File: config.mk
export PLATFORM = sky130hd
export DESIGN_NAME = apu_top
export DESIGN_NICKNAME = d
export VERILOG_FILES = /design/src/core/apu_pkg.sv /design/src/core/apu_top.sv /design/src/core/apu_idle_cnt.sv
export SDC_FILE = /design/constraint.sdc
export NUM_CORES = 1
export LEC_CHECK = 0
export BUFFER_PORTS_ARGS = -buffer_cell sky130_fd_sc_hd__buf_4
export CELL_PAD_IN_SITES_DETAIL_PLACEMENT = 1
export CELL_PAD_IN_SITES_GLOBAL_PLACEMENT = 2
export CORE_MARGIN = 2
export CORE_UTILIZATION = 32
export DETAILED_ROUTE_END_ITERATION = 16
export MAX_ROUTING_LAYER = met4
export PLACE_DENSITY = 0.85
export SYNTH_ARGS = -nofsm -noshare
export SYNTH_HDL_FRONTEND = slang
export SYNTH_SLANG_ARGS = --single-unit
File: constraint.sdc
create_clock -name mclk_i -period 6.3 [get_ports mclk_i]
set_clock_uncertainty 0.1 [all_clocks]
set_input_delay 0.63 -clock mclk_i [delete_from_list [all_inputs] [get_ports mclk_i]]
set_output_delay 0.63 -clock mclk_i [all_outputs]
set_load 0.01 [all_outputs]
File: src/core/apu_pkg.sv
package apu_pkg;

    // ==========================================================
    // clock and timing
    // ==========================================================
    localparam int        MCLK_MHZ       = 125;
    localparam int        PLD_QUIET_NS   = 70;
    localparam int        PLD_SLOW_MHZ   = 15;
    // least time: round up
    localparam int        QUIET_CYC_RAW  = (PLD_QUIET_NS * MCLK_MHZ + 999) / 1000;
    // longest time: round down
    localparam int        SLOW_CYC_RAW   = MCLK_MHZ / PLD_SLOW_MHZ;
    localparam logic [3:0] PLD_QUIET_CYC =
        4'((QUIET_CYC_RAW < 1) ? 1 : QUIET_CYC_RAW);
    localparam logic [3:0] PLD_SLOW_CYC  =
        4'((SLOW_CYC_RAW < 1) ? 1 : SLOW_CYC_RAW);
    localparam logic [3:0] QUIET_MAX     = 4'hF;

    // ==========================================================
    // idle counter
    // ==========================================================
    localparam int         IDLE_W        = 4;
    localparam logic [3:0] IDLE_LIMIT    = 4'hF;
    localparam logic [3:0] IDLE_RESET    = 4'h0;

    // ==========================================================
    // power mode register 0 fields
    // ==========================================================
    localparam int PMR0_TURBO_OFF  = 3;
    localparam int PMR0_CLK_ANDARR = 4;
    localparam int PMR0_CLK_MCELL  = 5;

    // ==========================================================
    // power mode register 2 fields
    // ==========================================================
    localparam int PMR2_ADDR_LOW   = 0;
    localparam int PMR2_CTRL_ZERO  = 2;
    localparam int PMR2_CTRL_ONE   = 3;
    localparam int PMR2_CTRL_TWO   = 4;
    localparam int PMR2_STROBE     = 5;
    localparam int PMR2_BYTE_EN    = 6;

    // ==========================================================
    // reset values
    // ==========================================================
    localparam logic [7:0] BYTE_RESET    = 8'h00;
    localparam logic       BIT_RESET     = 1'b0;
    localparam logic       OE_N_RESET    = 1'b1;
    // sync stages start at strobe high, pld clock low, select high
    localparam logic [2:0]  PIN_SYNC_RESET = 3'h5;
    localparam logic [1:0]  PIN_EDGE_RESET = 2'h1;
    localparam logic [19:0] BUS_SYNC_RESET = 20'h00000;
    localparam logic [14:0] PLD_IN_RESET   = 15'h0800;
    localparam logic [2:0]  SEL_RESET      = 3'h0;
    localparam logic        STBY_RESET     = 1'h1;
    localparam logic [3:0]  QUIET_RESET    = 4'h0;

    typedef enum logic {
        APU_RUN,
        APU_DOWN
    } apu_mode_e;

endpackage

File: src/core/apu_top.sv
`timescale 1ns/1ps

// Summary of operation
// - enabled unit starts a four-bit idle counter on pld clock periods
// - fifteen idle pld clock periods raise the power-down flag
// - enabling the unit also enables power-down entry
// - strobe pulsing again returns the device to normal mode
// - chip select low or reset high also leaves power-down
// - power-down blocks mcu bus from memories and pld address inputs, deselects memories
// - pld clock blocking never stops the idle counter clock
// - memories in standby during power-down; pld and ports stay active
// - gpio and pld pins follow live outputs, address out undefined, data and periph tri-state
// - pld behaviour follows turbo only; no memory access while down
// - power mode reg zero bit 3 set turns turbo off
// - turbo off: standby after 70ns quiet, slower below 15 MHz input rate
// - chip select high disables flash and sram, pld and io stay alive
// - reg zero bits 4 and 5 cut pld clock from and-array or macrocells
// - reg two bits 0,2..6 cut address, controls, strobe, byte enable
// - counter idle when disabled or pulsing; counts at polarity level

module apu_top
    import apu_pkg::*;
(
    input  wire logic       mclk_i,
    input  wire logic       rst_i,
    input  wire logic       address_strobe_in_i,
    input  wire logic       pld_clock_input_i,
    input  wire logic       chip_select_n_i,
    input  wire logic [7:0] mcu_addr_low_i,
    input  wire logic [7:0] mcu_data_i,
    input  wire logic       control_input_zero_i,
    input  wire logic       control_input_one_i,
    input  wire logic       control_input_two_i,
    input  wire logic       byte_enable_input_i,
    input  wire logic       auto_powerdown_enable_bit_i,
    input  wire logic       strobe_idle_polarity_i,
    input  wire logic [7:0] power_mode_reg_zero_i,
    input  wire logic [7:0] power_mode_reg_two_i,
    input  wire logic       primary_flash_req_i,
    input  wire logic       secondary_flash_req_i,
    input  wire logic       sram_req_i,
    input  wire logic       data_drive_i,
    input  wire logic [7:0] mem_rdata_i,
    input  wire logic       periph_drive_i,
    input  wire logic [7:0] periph_out_i,
    input  wire logic [7:0] latched_addr_i,
    input  wire logic [7:0] gpio_out_i,
    input  wire logic [7:0] pld_out_i,
    output logic            powerdown_flag_o,
    output logic [3:0]      idle_count_o,
    output logic [7:0]      mem_addr_o,
    output logic [7:0]      mem_data_o,
    output logic            primary_flash_sel_o,
    output logic            secondary_flash_sel_o,
    output logic            sram_sel_o,
    output logic            mem_standby_o,
    output logic [7:0]      pld_addr_low_o,
    output logic            pld_control_zero_o,
    output logic            pld_control_one_o,
    output logic            pld_control_two_o,
    output logic            pld_strobe_o,
    output logic            pld_byte_enable_o,
    output logic            pld_and_clock_o,
    output logic            pld_mcell_clock_o,
    output logic            pld_turbo_off_o,
    output logic            pld_standby_o,
    output logic            pld_slow_delay_o,
    output logic [7:0]      data_port_out_o,
    output logic            data_port_oe_n_o,
    output logic [7:0]      periph_io_out_o,
    output logic            periph_io_oe_n_o,
    output logic [7:0]      address_out_o,
    output logic [7:0]      gpio_pin_o,
    output logic [7:0]      pld_pin_o
);

    // ==========================================================
    // helpers
    // ==========================================================
    // blocked inputs freeze at their last value, so the far side
    // sees no transitions and can stay in standby
    function automatic logic [7:0] gate_byte(
        input logic       blocked,
        input logic [7:0] live,
        input logic [7:0] held
    );
        gate_byte = blocked ? held : live;
    endfunction

    function automatic logic gate_bit(
        input logic blocked,
        input logic live,
        input logic held
    );
        gate_bit = blocked ? held : live;
    endfunction

    // ==========================================================
    // pin synchronisers
    // ==========================================================
    // pld clock is sampled, not used as a clock: it must run below
    // half of mclk for every period to be seen
    logic [2:0]  pin1_q;
    logic [2:0]  pin1_d;
    logic [2:0]  pin2_q;
    logic [2:0]  pin2_d;
    logic [1:0]  pin3_q;
    logic [1:0]  pin3_d;
    logic [19:0] bus1_q;
    logic [19:0] bus1_d;
    logic [19:0] bus2_q;
    logic [19:0] bus2_d;

    always_comb begin
        pin1_d = {chip_select_n_i, pld_clock_input_i,
                  address_strobe_in_i};
        pin2_d = pin1_q;
        pin3_d = pin2_q[1:0];
        bus1_d = {control_input_two_i, control_input_one_i,
                  control_input_zero_i, byte_enable_input_i,
                  mcu_data_i, mcu_addr_low_i};
        bus2_d = bus1_q;
    end

    always_ff @(posedge mclk_i or posedge rst_i) begin
        if (rst_i) begin
            pin1_q <= PIN_SYNC_RESET;
            pin2_q <= PIN_SYNC_RESET;
            pin3_q <= PIN_EDGE_RESET;
            bus1_q <= BUS_SYNC_RESET;
            bus2_q <= BUS_SYNC_RESET;
        end else begin
            pin1_q <= pin1_d;
            pin2_q <= pin2_d;
            pin3_q <= pin3_d;
            bus1_q <= bus1_d;
            bus2_q <= bus2_d;
        end
    end

    logic       strobe_s;
    logic       strobe_edge;
    logic       pclk_s;
    logic       pclk_tick;
    logic       cs_low;
    logic [7:0] addr_s;
    logic [7:0] data_s;
    logic [2:0] ctrl_s;
    logic       benable_s;

    assign strobe_s    = pin2_q[0];
    assign strobe_edge = pin2_q[0] ^ pin3_q[0];
    assign pclk_s      = pin2_q[1];
    assign pclk_tick   = pin2_q[1] & ~pin3_q[1];
    assign cs_low      = ~pin2_q[2];
    assign addr_s      = bus2_q[7:0];
    assign data_s      = bus2_q[15:8];
    assign benable_s   = bus2_q[16];
    assign ctrl_s      = bus2_q[19:17];

    // ==========================================================
    // idle counter
    // ==========================================================
    logic       idle_clear;
    logic       idle_full;
    logic [3:0] idle_count;
    logic       at_rest;

    assign at_rest    = (strobe_s == strobe_idle_polarity_i) & ~strobe_edge;
    assign idle_clear = ~auto_powerdown_enable_bit_i | ~at_rest | cs_low;

    apu_idle_cnt u_idle_cnt (
        .mclk_i  (mclk_i),
        .rst_i   (rst_i),
        .clear_i (idle_clear),
        .tick_i  (pclk_tick),
        .count_o (idle_count),
        .full_o  (idle_full)
    );

    // ==========================================================
    // power-down mode
    // ==========================================================
    apu_mode_e mode_q;
    apu_mode_e mode_d;
    logic      pd_q;
    logic      pd_d;
    logic [3:0] cnt_q;
    logic [3:0] cnt_d;

    always_comb begin
        mode_d = mode_q;
        case (mode_q)
            APU_RUN: begin
                if (auto_powerdown_enable_bit_i && idle_full && at_rest
                    && !cs_low) begin
                    mode_d = APU_DOWN;
                end
            end
            APU_DOWN: begin
                if (strobe_edge || cs_low || !auto_powerdown_enable_bit_i) begin
                    mode_d = APU_RUN;
                end
            end
            default: begin
                mode_d = APU_RUN;
            end
        endcase
        pd_d  = (mode_d == APU_DOWN);
        cnt_d = idle_count;
    end

    always_ff @(posedge mclk_i or posedge rst_i) begin
        if (rst_i) begin
            mode_q <= APU_RUN;
            pd_q   <= BIT_RESET;
            cnt_q  <= IDLE_RESET;
        end else begin
            mode_q <= mode_d;
            pd_q   <= pd_d;
            cnt_q  <= cnt_d;
        end
    end

    assign powerdown_flag_o = pd_q;
    assign idle_count_o     = cnt_q;

    // ==========================================================
    // memory side gating
    // ==========================================================
    logic [7:0] maddr_q;
    logic [7:0] maddr_d;
    logic [7:0] mdata_q;
    logic [7:0] mdata_d;
    logic [2:0] msel_q;
    logic [2:0] msel_d;
    logic       mstby_q;
    logic       mstby_d;
    logic       mem_off;

    assign mem_off = pd_d | ~cs_low;

    always_comb begin
        maddr_d = gate_byte(pd_d, addr_s, maddr_q);
        mdata_d = gate_byte(pd_d, data_s, mdata_q);
        msel_d  = mem_off ? 3'h0
                : {sram_req_i, secondary_flash_req_i, primary_flash_req_i};
        mstby_d = mem_off;
    end

    always_ff @(posedge mclk_i or posedge rst_i) begin
        if (rst_i) begin
            maddr_q <= BYTE_RESET;
            mdata_q <= BYTE_RESET;
            msel_q  <= SEL_RESET;
            mstby_q <= STBY_RESET;
        end else begin
            maddr_q <= maddr_d;
            mdata_q <= mdata_d;
            msel_q  <= msel_d;
            mstby_q <= mstby_d;
        end
    end

    assign mem_addr_o            = maddr_q;
    assign mem_data_o            = mdata_q;
    assign primary_flash_sel_o   = msel_q[0];
    assign secondary_flash_sel_o = msel_q[1];
    assign sram_sel_o            = msel_q[2];
    assign mem_standby_o         = mstby_q;

    // ==========================================================
    // pld input gating
    // ==========================================================
    // vector: clk_mcell, clk_and, benable, strobe, ctrl[2:0], addr[7:0]
    logic [14:0] pin_q;
    logic [14:0] pin_d;
    logic        turbo_q;
    logic        turbo_d;

    always_comb begin
        pin_d[7:0] = gate_byte(pd_d | power_mode_reg_two_i[PMR2_ADDR_LOW],
                               addr_s, pin_q[7:0]);
        pin_d[8]   = gate_bit(power_mode_reg_two_i[PMR2_CTRL_ZERO],
                              ctrl_s[0], pin_q[8]);
        pin_d[9]   = gate_bit(power_mode_reg_two_i[PMR2_CTRL_ONE],
                              ctrl_s[1], pin_q[9]);
        pin_d[10]  = gate_bit(power_mode_reg_two_i[PMR2_CTRL_TWO],
                              ctrl_s[2], pin_q[10]);
        pin_d[11]  = gate_bit(power_mode_reg_two_i[PMR2_STROBE],
                              strobe_s, pin_q[11]);
        pin_d[12]  = gate_bit(power_mode_reg_two_i[PMR2_BYTE_EN],
                              benable_s, pin_q[12]);
        pin_d[13]  = gate_bit(power_mode_reg_zero_i[PMR0_CLK_ANDARR],
                              pclk_s, pin_q[13]);
        pin_d[14]  = gate_bit(power_mode_reg_zero_i[PMR0_CLK_MCELL],
                              pclk_s, pin_q[14]);
        turbo_d    = power_mode_reg_zero_i[PMR0_TURBO_OFF];
    end

    always_ff @(posedge mclk_i or posedge rst_i) begin
        if (rst_i) begin
            pin_q   <= PLD_IN_RESET;
            turbo_q <= BIT_RESET;
        end else begin
            pin_q   <= pin_d;
            turbo_q <= turbo_d;
        end
    end

    assign pld_addr_low_o     = pin_q[7:0];
    assign pld_control_zero_o = pin_q[8];
    assign pld_control_one_o  = pin_q[9];
    assign pld_control_two_o  = pin_q[10];
    assign pld_strobe_o       = pin_q[11];
    assign pld_byte_enable_o  = pin_q[12];
    assign pld_and_clock_o    = pin_q[13];
    assign pld_mcell_clock_o  = pin_q[14];
    assign pld_turbo_off_o    = turbo_q;

    // ==========================================================
    // pld quiet tracking
    // ==========================================================
    // composite input activity only; blocked inputs never count
    logic [3:0] quiet_q;
    logic [3:0] quiet_d;
    logic       stby_q;
    logic       stby_d;
    logic       slow_q;
    logic       slow_d;

    always_comb begin
        quiet_d = quiet_q;
        if (pin_d != pin_q) begin
            quiet_d = 4'h0;
        end else if (quiet_q != QUIET_MAX) begin
            quiet_d = quiet_q + 4'h1;
        end
        stby_d = turbo_d & (quiet_d >= PLD_QUIET_CYC);
        slow_d = turbo_d & (quiet_d >= PLD_SLOW_CYC);
    end

    always_ff @(posedge mclk_i or posedge rst_i) begin
        if (rst_i) begin
            quiet_q <= QUIET_RESET;
            stby_q  <= BIT_RESET;
            slow_q  <= BIT_RESET;
        end else begin
            quiet_q <= quiet_d;
            stby_q  <= stby_d;
            slow_q  <= slow_d;
        end
    end

    assign pld_standby_o    = stby_q;
    assign pld_slow_delay_o = slow_q;

    // ==========================================================
    // port pins
    // ==========================================================
    logic [7:0] dout_q;
    logic [7:0] dout_d;
    logic       doe_n_q;
    logic       doe_n_d;
    logic [7:0] pout_q;
    logic [7:0] pout_d;
    logic       poe_n_q;
    logic       poe_n_d;
    logic [7:0] aout_q;
    logic [7:0] aout_d;
    logic [7:0] gpio_q;
    logic [7:0] gpio_d;
    logic [7:0] pldp_q;
    logic [7:0] pldp_d;

    always_comb begin
        dout_d  = mem_rdata_i;
        pout_d  = periph_out_i;
        doe_n_d = ~(data_drive_i & ~pd_d);
        poe_n_d = ~(periph_drive_i & ~pd_d);
        // address out undefined while down: frozen here
        aout_d  = gate_byte(pd_d, latched_addr_i, aout_q);
        gpio_d  = gpio_out_i;
        pldp_d  = pld_out_i;
    end

    always_ff @(posedge mclk_i or posedge rst_i) begin
        if (rst_i) begin
            dout_q  <= BYTE_RESET;
            doe_n_q <= OE_N_RESET;
            pout_q  <= BYTE_RESET;
            poe_n_q <= OE_N_RESET;
            aout_q  <= BYTE_RESET;
            gpio_q  <= BYTE_RESET;
            pldp_q  <= BYTE_RESET;
        end else begin
            dout_q  <= dout_d;
            doe_n_q <= doe_n_d;
            pout_q  <= pout_d;
            poe_n_q <= poe_n_d;
            aout_q  <= aout_d;
            gpio_q  <= gpio_d;
            pldp_q  <= pldp_d;
        end
    end

    assign data_port_out_o  = dout_q;
    assign data_port_oe_n_o = doe_n_q;
    assign periph_io_out_o  = pout_q;
    assign periph_io_oe_n_o = poe_n_q;
    assign address_out_o    = aout_q;
    assign gpio_pin_o       = gpio_q;
    assign pld_pin_o        = pldp_q;

endmodule

File: src/core/apu_idle_cnt.sv
`timescale 1ns/1ps

module apu_idle_cnt
    import apu_pkg::*;
(
    input  wire logic              mclk_i,
    input  wire logic              rst_i,
    input  wire logic              clear_i,
    input  wire logic              tick_i,
    output logic [IDLE_W-1:0]      count_o,
    output logic                   full_o
);

    // ==========================================================
    // counter
    // ==========================================================
    logic [IDLE_W-1:0] count_q;
    logic [IDLE_W-1:0] count_d;
    logic              full_q;
    logic              full_d;

    always_comb begin
        count_d = count_q;
        if (clear_i) begin
            count_d = IDLE_RESET;
        end else if (tick_i && (count_q != IDLE_LIMIT)) begin
            count_d = count_q + 4'h1;
        end
        full_d = (count_d == IDLE_LIMIT);
    end

    always_ff @(posedge mclk_i or posedge rst_i) begin
        if (rst_i) begin
            count_q <= IDLE_RESET;
            full_q  <= BIT_RESET;
        end else begin
            count_q <= count_d;
            full_q  <= full_d;
        end
    end

    assign count_o = count_q;
    assign full_o  = full_q;

endmodule

# ---- Word level (Yosys, flattened, before mapping)
# Index checks and enable logic that the tools add are counted.
dict set report word_totals {
  reg_bits 142
  word_cells 77
  input_bits 88
  output_inout_bits 85
}
dict set report classes {
  reduce_logical 7
  bitwise_logic 20
  order_cmp 2
  add_sub_neg 2
  mux 16
  eq_ne 5
}
# cell n
set op_table {}
lappend op_table {{2-to-1 mux 4 bit} 4}
lappend op_table {{!= test 15 bit} 1}
lappend op_table {{2-to-1 mux 1 bit} 9}
lappend op_table {{NOT 1 bit} 9}
lappend op_table {{adder 4 x 1 -> 4 bit, second input constant} 2}
lappend op_table {{greater-or-equal comparator 4 bit, second input constant} 2}
lappend op_table {{2-to-1 mux 8 bit} 1}
lappend op_table {{!= test 4 bit, second input constant} 2}
lappend op_table {{AND 1 bit} 6}
lappend op_table {{== test 4 bit, second input constant} 1}
lappend op_table {{logical AND 1 bit} 4}
lappend op_table {{OR 1 bit} 4}
lappend op_table {{2-to-1 mux 3 bit} 1}
lappend op_table {{logical OR 1 bit} 2}
lappend op_table {{case mux 1 bit (2 select lines)} 1}
lappend op_table {{== test 1 bit} 1}
lappend op_table {{zero test 1 bit} 1}
lappend op_table {{XOR 1 bit} 1}

# ---- Logic depth before layout (Yosys ltp)
dict set report logic_depth {
  ltp_word 13
  ltp_mapped 6
  mapped_depth_nobuf 6
}

# ---- Cells and area by module
# Synthesis repeated with hierarchy kept, for this count alone.
dict set report unflattened {
  cells_unflattened 263
  hier_area_um2 4662.0
}
# mod n_inst cells_per_inst area_each_um2 seq_area_each_um2
set by_module_without_submodules {}
lappend by_module_without_submodules {apu_top 1 236 4393.0 3439.5}
lappend by_module_without_submodules {apu_idle_cnt 1 27 269.0 125.1}

# ---- Least setup slack after synthesis
# No wires, ideal clock.
dict set report synth_path {
  path_type {input to register}
  from {in strobe_idle_polarity_i}
  to {reg maddr_q[0] (netlist: mem_addr_o[0])}
  path_stages 6
  arrival_time_ns 1.569
  t_required_ns 6.073
  setup_slack_ns 4.503
  cell_sequence {inv_1 -> a21oi_1 -> o22ai_2 -> buf_6 -> buf_4 -> mux2_1}
}
dict set report synth_via {
  elab_chain_len 6
}
# item line
set synth_rtl {}
lappend synth_rtl {{start: declaration} apu_top.sv:36} ;# input wire logic strobe_idle_polarity_i,
lappend synth_rtl {{== test 1 bit} apu_top.sv:169} ;# assign at_rest = (strobe_s == strobe_idle_polarity_i) & ~strobe_edge;
lappend synth_rtl {{AND 1 bit} apu_top.sv:169}
lappend synth_rtl {{logical AND 1 bit} apu_top.sv:195} ;# if (auto_powerdown_enable_bit_i && idle_full && at_rest
lappend synth_rtl {{logical AND 1 bit} apu_top.sv:196} ;# && !cs_low) begin
lappend synth_rtl {{2-to-1 mux 1 bit} apu_top.sv:195}
lappend synth_rtl {{case mux 1 bit (2 select lines)} apu_top.sv:193} ;# case (mode_q)
lappend synth_rtl {{net mode_d} apu_top.sv:185} ;# apu_mode_e mode_d;
lappend synth_rtl {{end signal: assignment} apu_top.sv:258} ;# maddr_q <= maddr_d;
lappend synth_rtl {{end: declaration} apu_top.sv:231} ;# logic [7:0] maddr_q;
# The timed path passes the listed nets, and every way through them passes these cells.
# A chain may end at the register's enable or synchronous reset.

# ---- Worst setup path after layout
dict set report layout_path {
  from {reg pin2_q[0]}
  to {reg quiet_q[3]}
}
dict set report layout_via {
  elab_chain_len 11
  elab_cells_between_ends 16
  cone_classes {eq/ne (2); mux (6); bitwise (4); reduce/logical (4)}
}
# item line
set layout_rtl {}
lappend layout_rtl {{start: declaration} apu_top.sv:105} ;# logic [2:0] pin2_q;
lappend layout_rtl {{start signal: assignment} apu_top.sv:134} ;# pin2_q <= pin2_d;
lappend layout_rtl {{XOR 1 bit} apu_top.sv:152} ;# assign strobe_edge = pin2_q[0] ^ pin3_q[0];
lappend layout_rtl {{NOT 1 bit} apu_top.sv:169}
lappend layout_rtl {{AND 1 bit} apu_top.sv:169}
lappend layout_rtl {{logical AND 1 bit} apu_top.sv:195}
lappend layout_rtl {{logical AND 1 bit} apu_top.sv:196}
lappend layout_rtl {{2-to-1 mux 1 bit} apu_top.sv:195}
lappend layout_rtl {{case mux 1 bit (2 select lines)} apu_top.sv:193}
lappend layout_rtl {{OR 1 bit} apu_top.sv:282} ;# pin_d[7:0] = gate_byte(pd_d | power_mode_reg_two_i[PMR2_ADDR_LOW],
lappend layout_rtl {{2-to-1 mux 8 bit} apu_top.sv:87} ;# gate_byte = blocked ? held : live;
lappend layout_rtl {{!= test 15 bit *} apu_top.sv:334} ;# if (pin_d != pin_q) begin
lappend layout_rtl {{2-to-1 mux 4 bit *} apu_top.sv:334}
lappend layout_rtl {{net quiet_d[3]} apu_top.sv:326} ;# logic [3:0] quiet_d;
lappend layout_rtl {{end signal: assignment} apu_top.sv:349} ;# quiet_q <= quiet_d;
lappend layout_rtl {{end: declaration} apu_top.sv:325} ;# logic [3:0] quiet_q;
# Mark *: on every way through the listed nets, which the timed path passes. The rest lies on a longest branch.

==> impl_results.md <==
* Most frequent cell on the critical path: nor2_1
* CP required at 6.46 ns
* Vias per cell at between 4 and 5
* Critical path arrival at 2.26 ns
* Initial Util at 32.9%
* Clock-pin slew on the worst setup and hold paths at 0.06 ns
* Tcrit/Tclk final at between 30% and 40%
* Post-synth EDFFs at 0
* Worst path cell trace: nor2_1 -> nand3_1 -> o22ai_4 -> buf_4 -> o311ai_2 -> nor2_1
* Adder-cell share of the synthesized area at less than 1%
* Slowest stage delay, CP at 0.61 ns
* Pwr/cell area at around 320 mW/mm^2
* Cell variety after synth at 34
* Met3 usage at 5.07%
* Setup TNS at 0 ns
* Largest net degree at the start of global routing at 78
* Syn Nets at 351
* Crit path max-delay cell type: dfstp_2
* Via count at 2771
* Worst VDD drop at about 200 uV
* DRT iter0 DRCs at 86
* N_diodes at 0
* CTS root buf: clkbuf_16
* Ys Warns at 0
* TritonCTS Buffers at 17
* Drt wl/cell at 15.6 microns
* Clock sink count at 142
* Worst skew pair latency at 0.41 ns
* Die Area at 0.0152 sq mm
* Most frequent cells in the layout: buf_4 (167), dfrtp_1 (133), mux2_1 (30), clkbuf_16 (17), xnor2_1 (15)
* Final wirelength at 9930 microns
* Leak at 3.11 nW
* Share of layout cells above drive strength 1 at 48.8%
* Achievable Freq at 475 MHz
* Overflow after GRT at 0
* Fin cells at roughly 640
* Synth Instances at 261
* WS Path Type: register to register
* Die width at 123 microns
* Worst Tran Pin Value at 0.926 ns
* Row count at 43
* Syn Std Cell Area at 0.00456 sq mm
* Hold_buf cts at 0
* Placed Cells at 604
* GPL Wtd Cong at 0.713
* Total power at around 2.1 mW
* Final ANT Viol Nets at 0
* Post-synthesis mux area share at 10.3%
* Residual DRC at 0
* Clock buffer depth at 2
* Crit. End Element: register
* Xor-xnor portion of the synthesized cell area at 3.07%
* Largest fanout on the critical path at 29
* Most Crowded Layer GR: met2
* Synth Area in Compound Gates at 2.17%
* Nets at 533
* Worst Hold Class: primary input to asynchronous set/reset pin
* Post-cts sizing count at 0
* Core ar. at approximately 0.014 sq mm
* Sequential area share after synthesis at 78.1%
* Avg Cell Area, Syn at ~17 sq um
* Number of global-route vias before repair at 3243
* Primary FF master, synth: dfrtp_1
* Chip height at between 100 and 150 microns
* Final Core Density at 47.6%
* Asr flop ratio synth at 100%
* Slew margin rel. at about two fifths
* Commonest non-fill, non-tap cell in the layout: buf_4
* Area growth syn-to-layout at 44.7%
* M2 GR Usage at 23.7%
* Outcome: finished clean
* Io pins at 173
* Seq cells post-synth at between 100 and 150
* Simple-gate share of the synthesized area at under 10%
* Post-CTS Repair Setup Buffers at 0
* Main combinational cell family by area after synthesis: multiplexers
* CTS tree: done
* GR Util met1 at 15.6%
* I/O Buffers at 165
* First-pass GRT wire length at between 15000 and 20000 microns
* Max-Cap Viols at 0
* RSZ-0062 raised after global routing: false
* Drt pass-1 iters at 3
* Final Hold Fails at 0
* H-tree depth at 4
* Startpoint Class: register
* Tmin final at roughly 2.1 ns
* Final setup vio count at 0
* Total GRT Usage at 14.4%
* Max-slew violation count at 0
* Dpl hpwl at roughly 7000 microns
* Initial antenna violation count at 0
==> registers in the layout (all words and copies together) (netlist names), 4 cells and up <==
name	flops
data_port_out_o	8
pin_q	15
periph_io_out_o	8
mem_addr_o	8
u_idle_cnt.count_o	4
mem_data_o	8
address_out_o	8
bus1_q	20
quiet_q	4
pld_pin_o	8
idle_count_o	4
bus2_q	20
gpio_pin_o	8
==> metal layers <==
layer,up-vias,share of wire [%]
met5,-,0
met4,0,1.3
met3,11,7.2
met2,111,53
met1,1403,38
li1,1246,-
==> cells by family (layout without fill, tap and decap cells) <==
family / Yosys count / count (layout)
mux: 42 / 42
fa+ha+maj: 2 / 2
buf+inv: 10 / 204
xor+xnor: 16 / 16
flops: 142 / 142
simple gates: 37 / 37
compound gates: 12 / 12
==> power breakdown <==
part           internal, mW  total, mW  switching (mW)
clock                 0.610      0.969           0.359
sequential            0.962      0.988          0.0265
combinational        0.0932      0.163          0.0703
total                  1.67       2.12           0.456
==> path summary, 6_finish.rpt <==
kind,to,cells after the start,from,slack [ns]
max in group asynchronous,mem_data_o[3]$_DFFE_PP0N_,3,rst_i,4.54
worst max-delay path,quiet_q[3]$_DFF_PP0_,6,pin2_q[0]$_DFF_PP1_,4.20
worst min-delay path,gpio_pin_o[3]$_DFF_PP0_,2,rst_i,0.17
worst max register to register,quiet_q[3]$_DFF_PP0_,6,pin2_q[0]$_DFF_PP1_,4.20
worst min register to register,bus2_q[15]$_DFF_PP0_,0,bus1_q[15]$_DFF_PP0_,0.25
min in group mclk_i,bus1_q[9]$_DFF_PP0_,1,mcu_data_i[1],0.22
==> stage by stage <==
step	hold WS, ns	setup WS (ns)	area, sq um
after floorplan	0.231	1.78	4560
after detailed placement	0.236	3.95	6020
after global routing	0.197	4.02	6610
final	0.175	4.20	6610
after global placement	0.231	4.02	6020
after CTS	0.193	4.14	6610
==> layout make-up <==
type | count | area, sq um
Clock buffer | 21 | 470
Clock inverter | 10 | 114
Fill cell | 1419 | 7270
Inverter | 6 | 27.5
Multi-Input combinational cell | 109 | 951
Sequential cell | 142 | 3560
Tap cell | 180 | 225
Timing Repair Buffer | 167 | 1250
==> worst max-delay path, delay by kind of cell (launching register included) <==
family | cells | cell delay [ns]
buffers and inverters | 1 | 0.29
DFF | 1 | 0.61
AOI/OAI and AO/OA | 2 | 0.63
and+or+nand+nor | 3 | 0.33
==> synth_stat cells (all sizes together), types with 2 or more instances <==
master | number | area, sq um
a21oi | 3 | 18.8
buf | 3 | 30.0
dfrtp | 133 | 3330
dfstp | 9 | 236
ha | 2 | 25.0
inv | 6 | 22.5
mux2 | 40 | 450
mux2i | 2 | 20.0
nand2b | 2 | 12.5
nand3 | 5 | 25.0
nand3b | 3 | 22.5
nand4 | 3 | 18.8
nor2 | 14 | 60.1
nor2b | 3 | 18.8
nor3 | 3 | 15.0
o22ai | 3 | 25.0
xnor2 | 15 | 131
No activity file was read; power rests on OpenSTA's default activity.
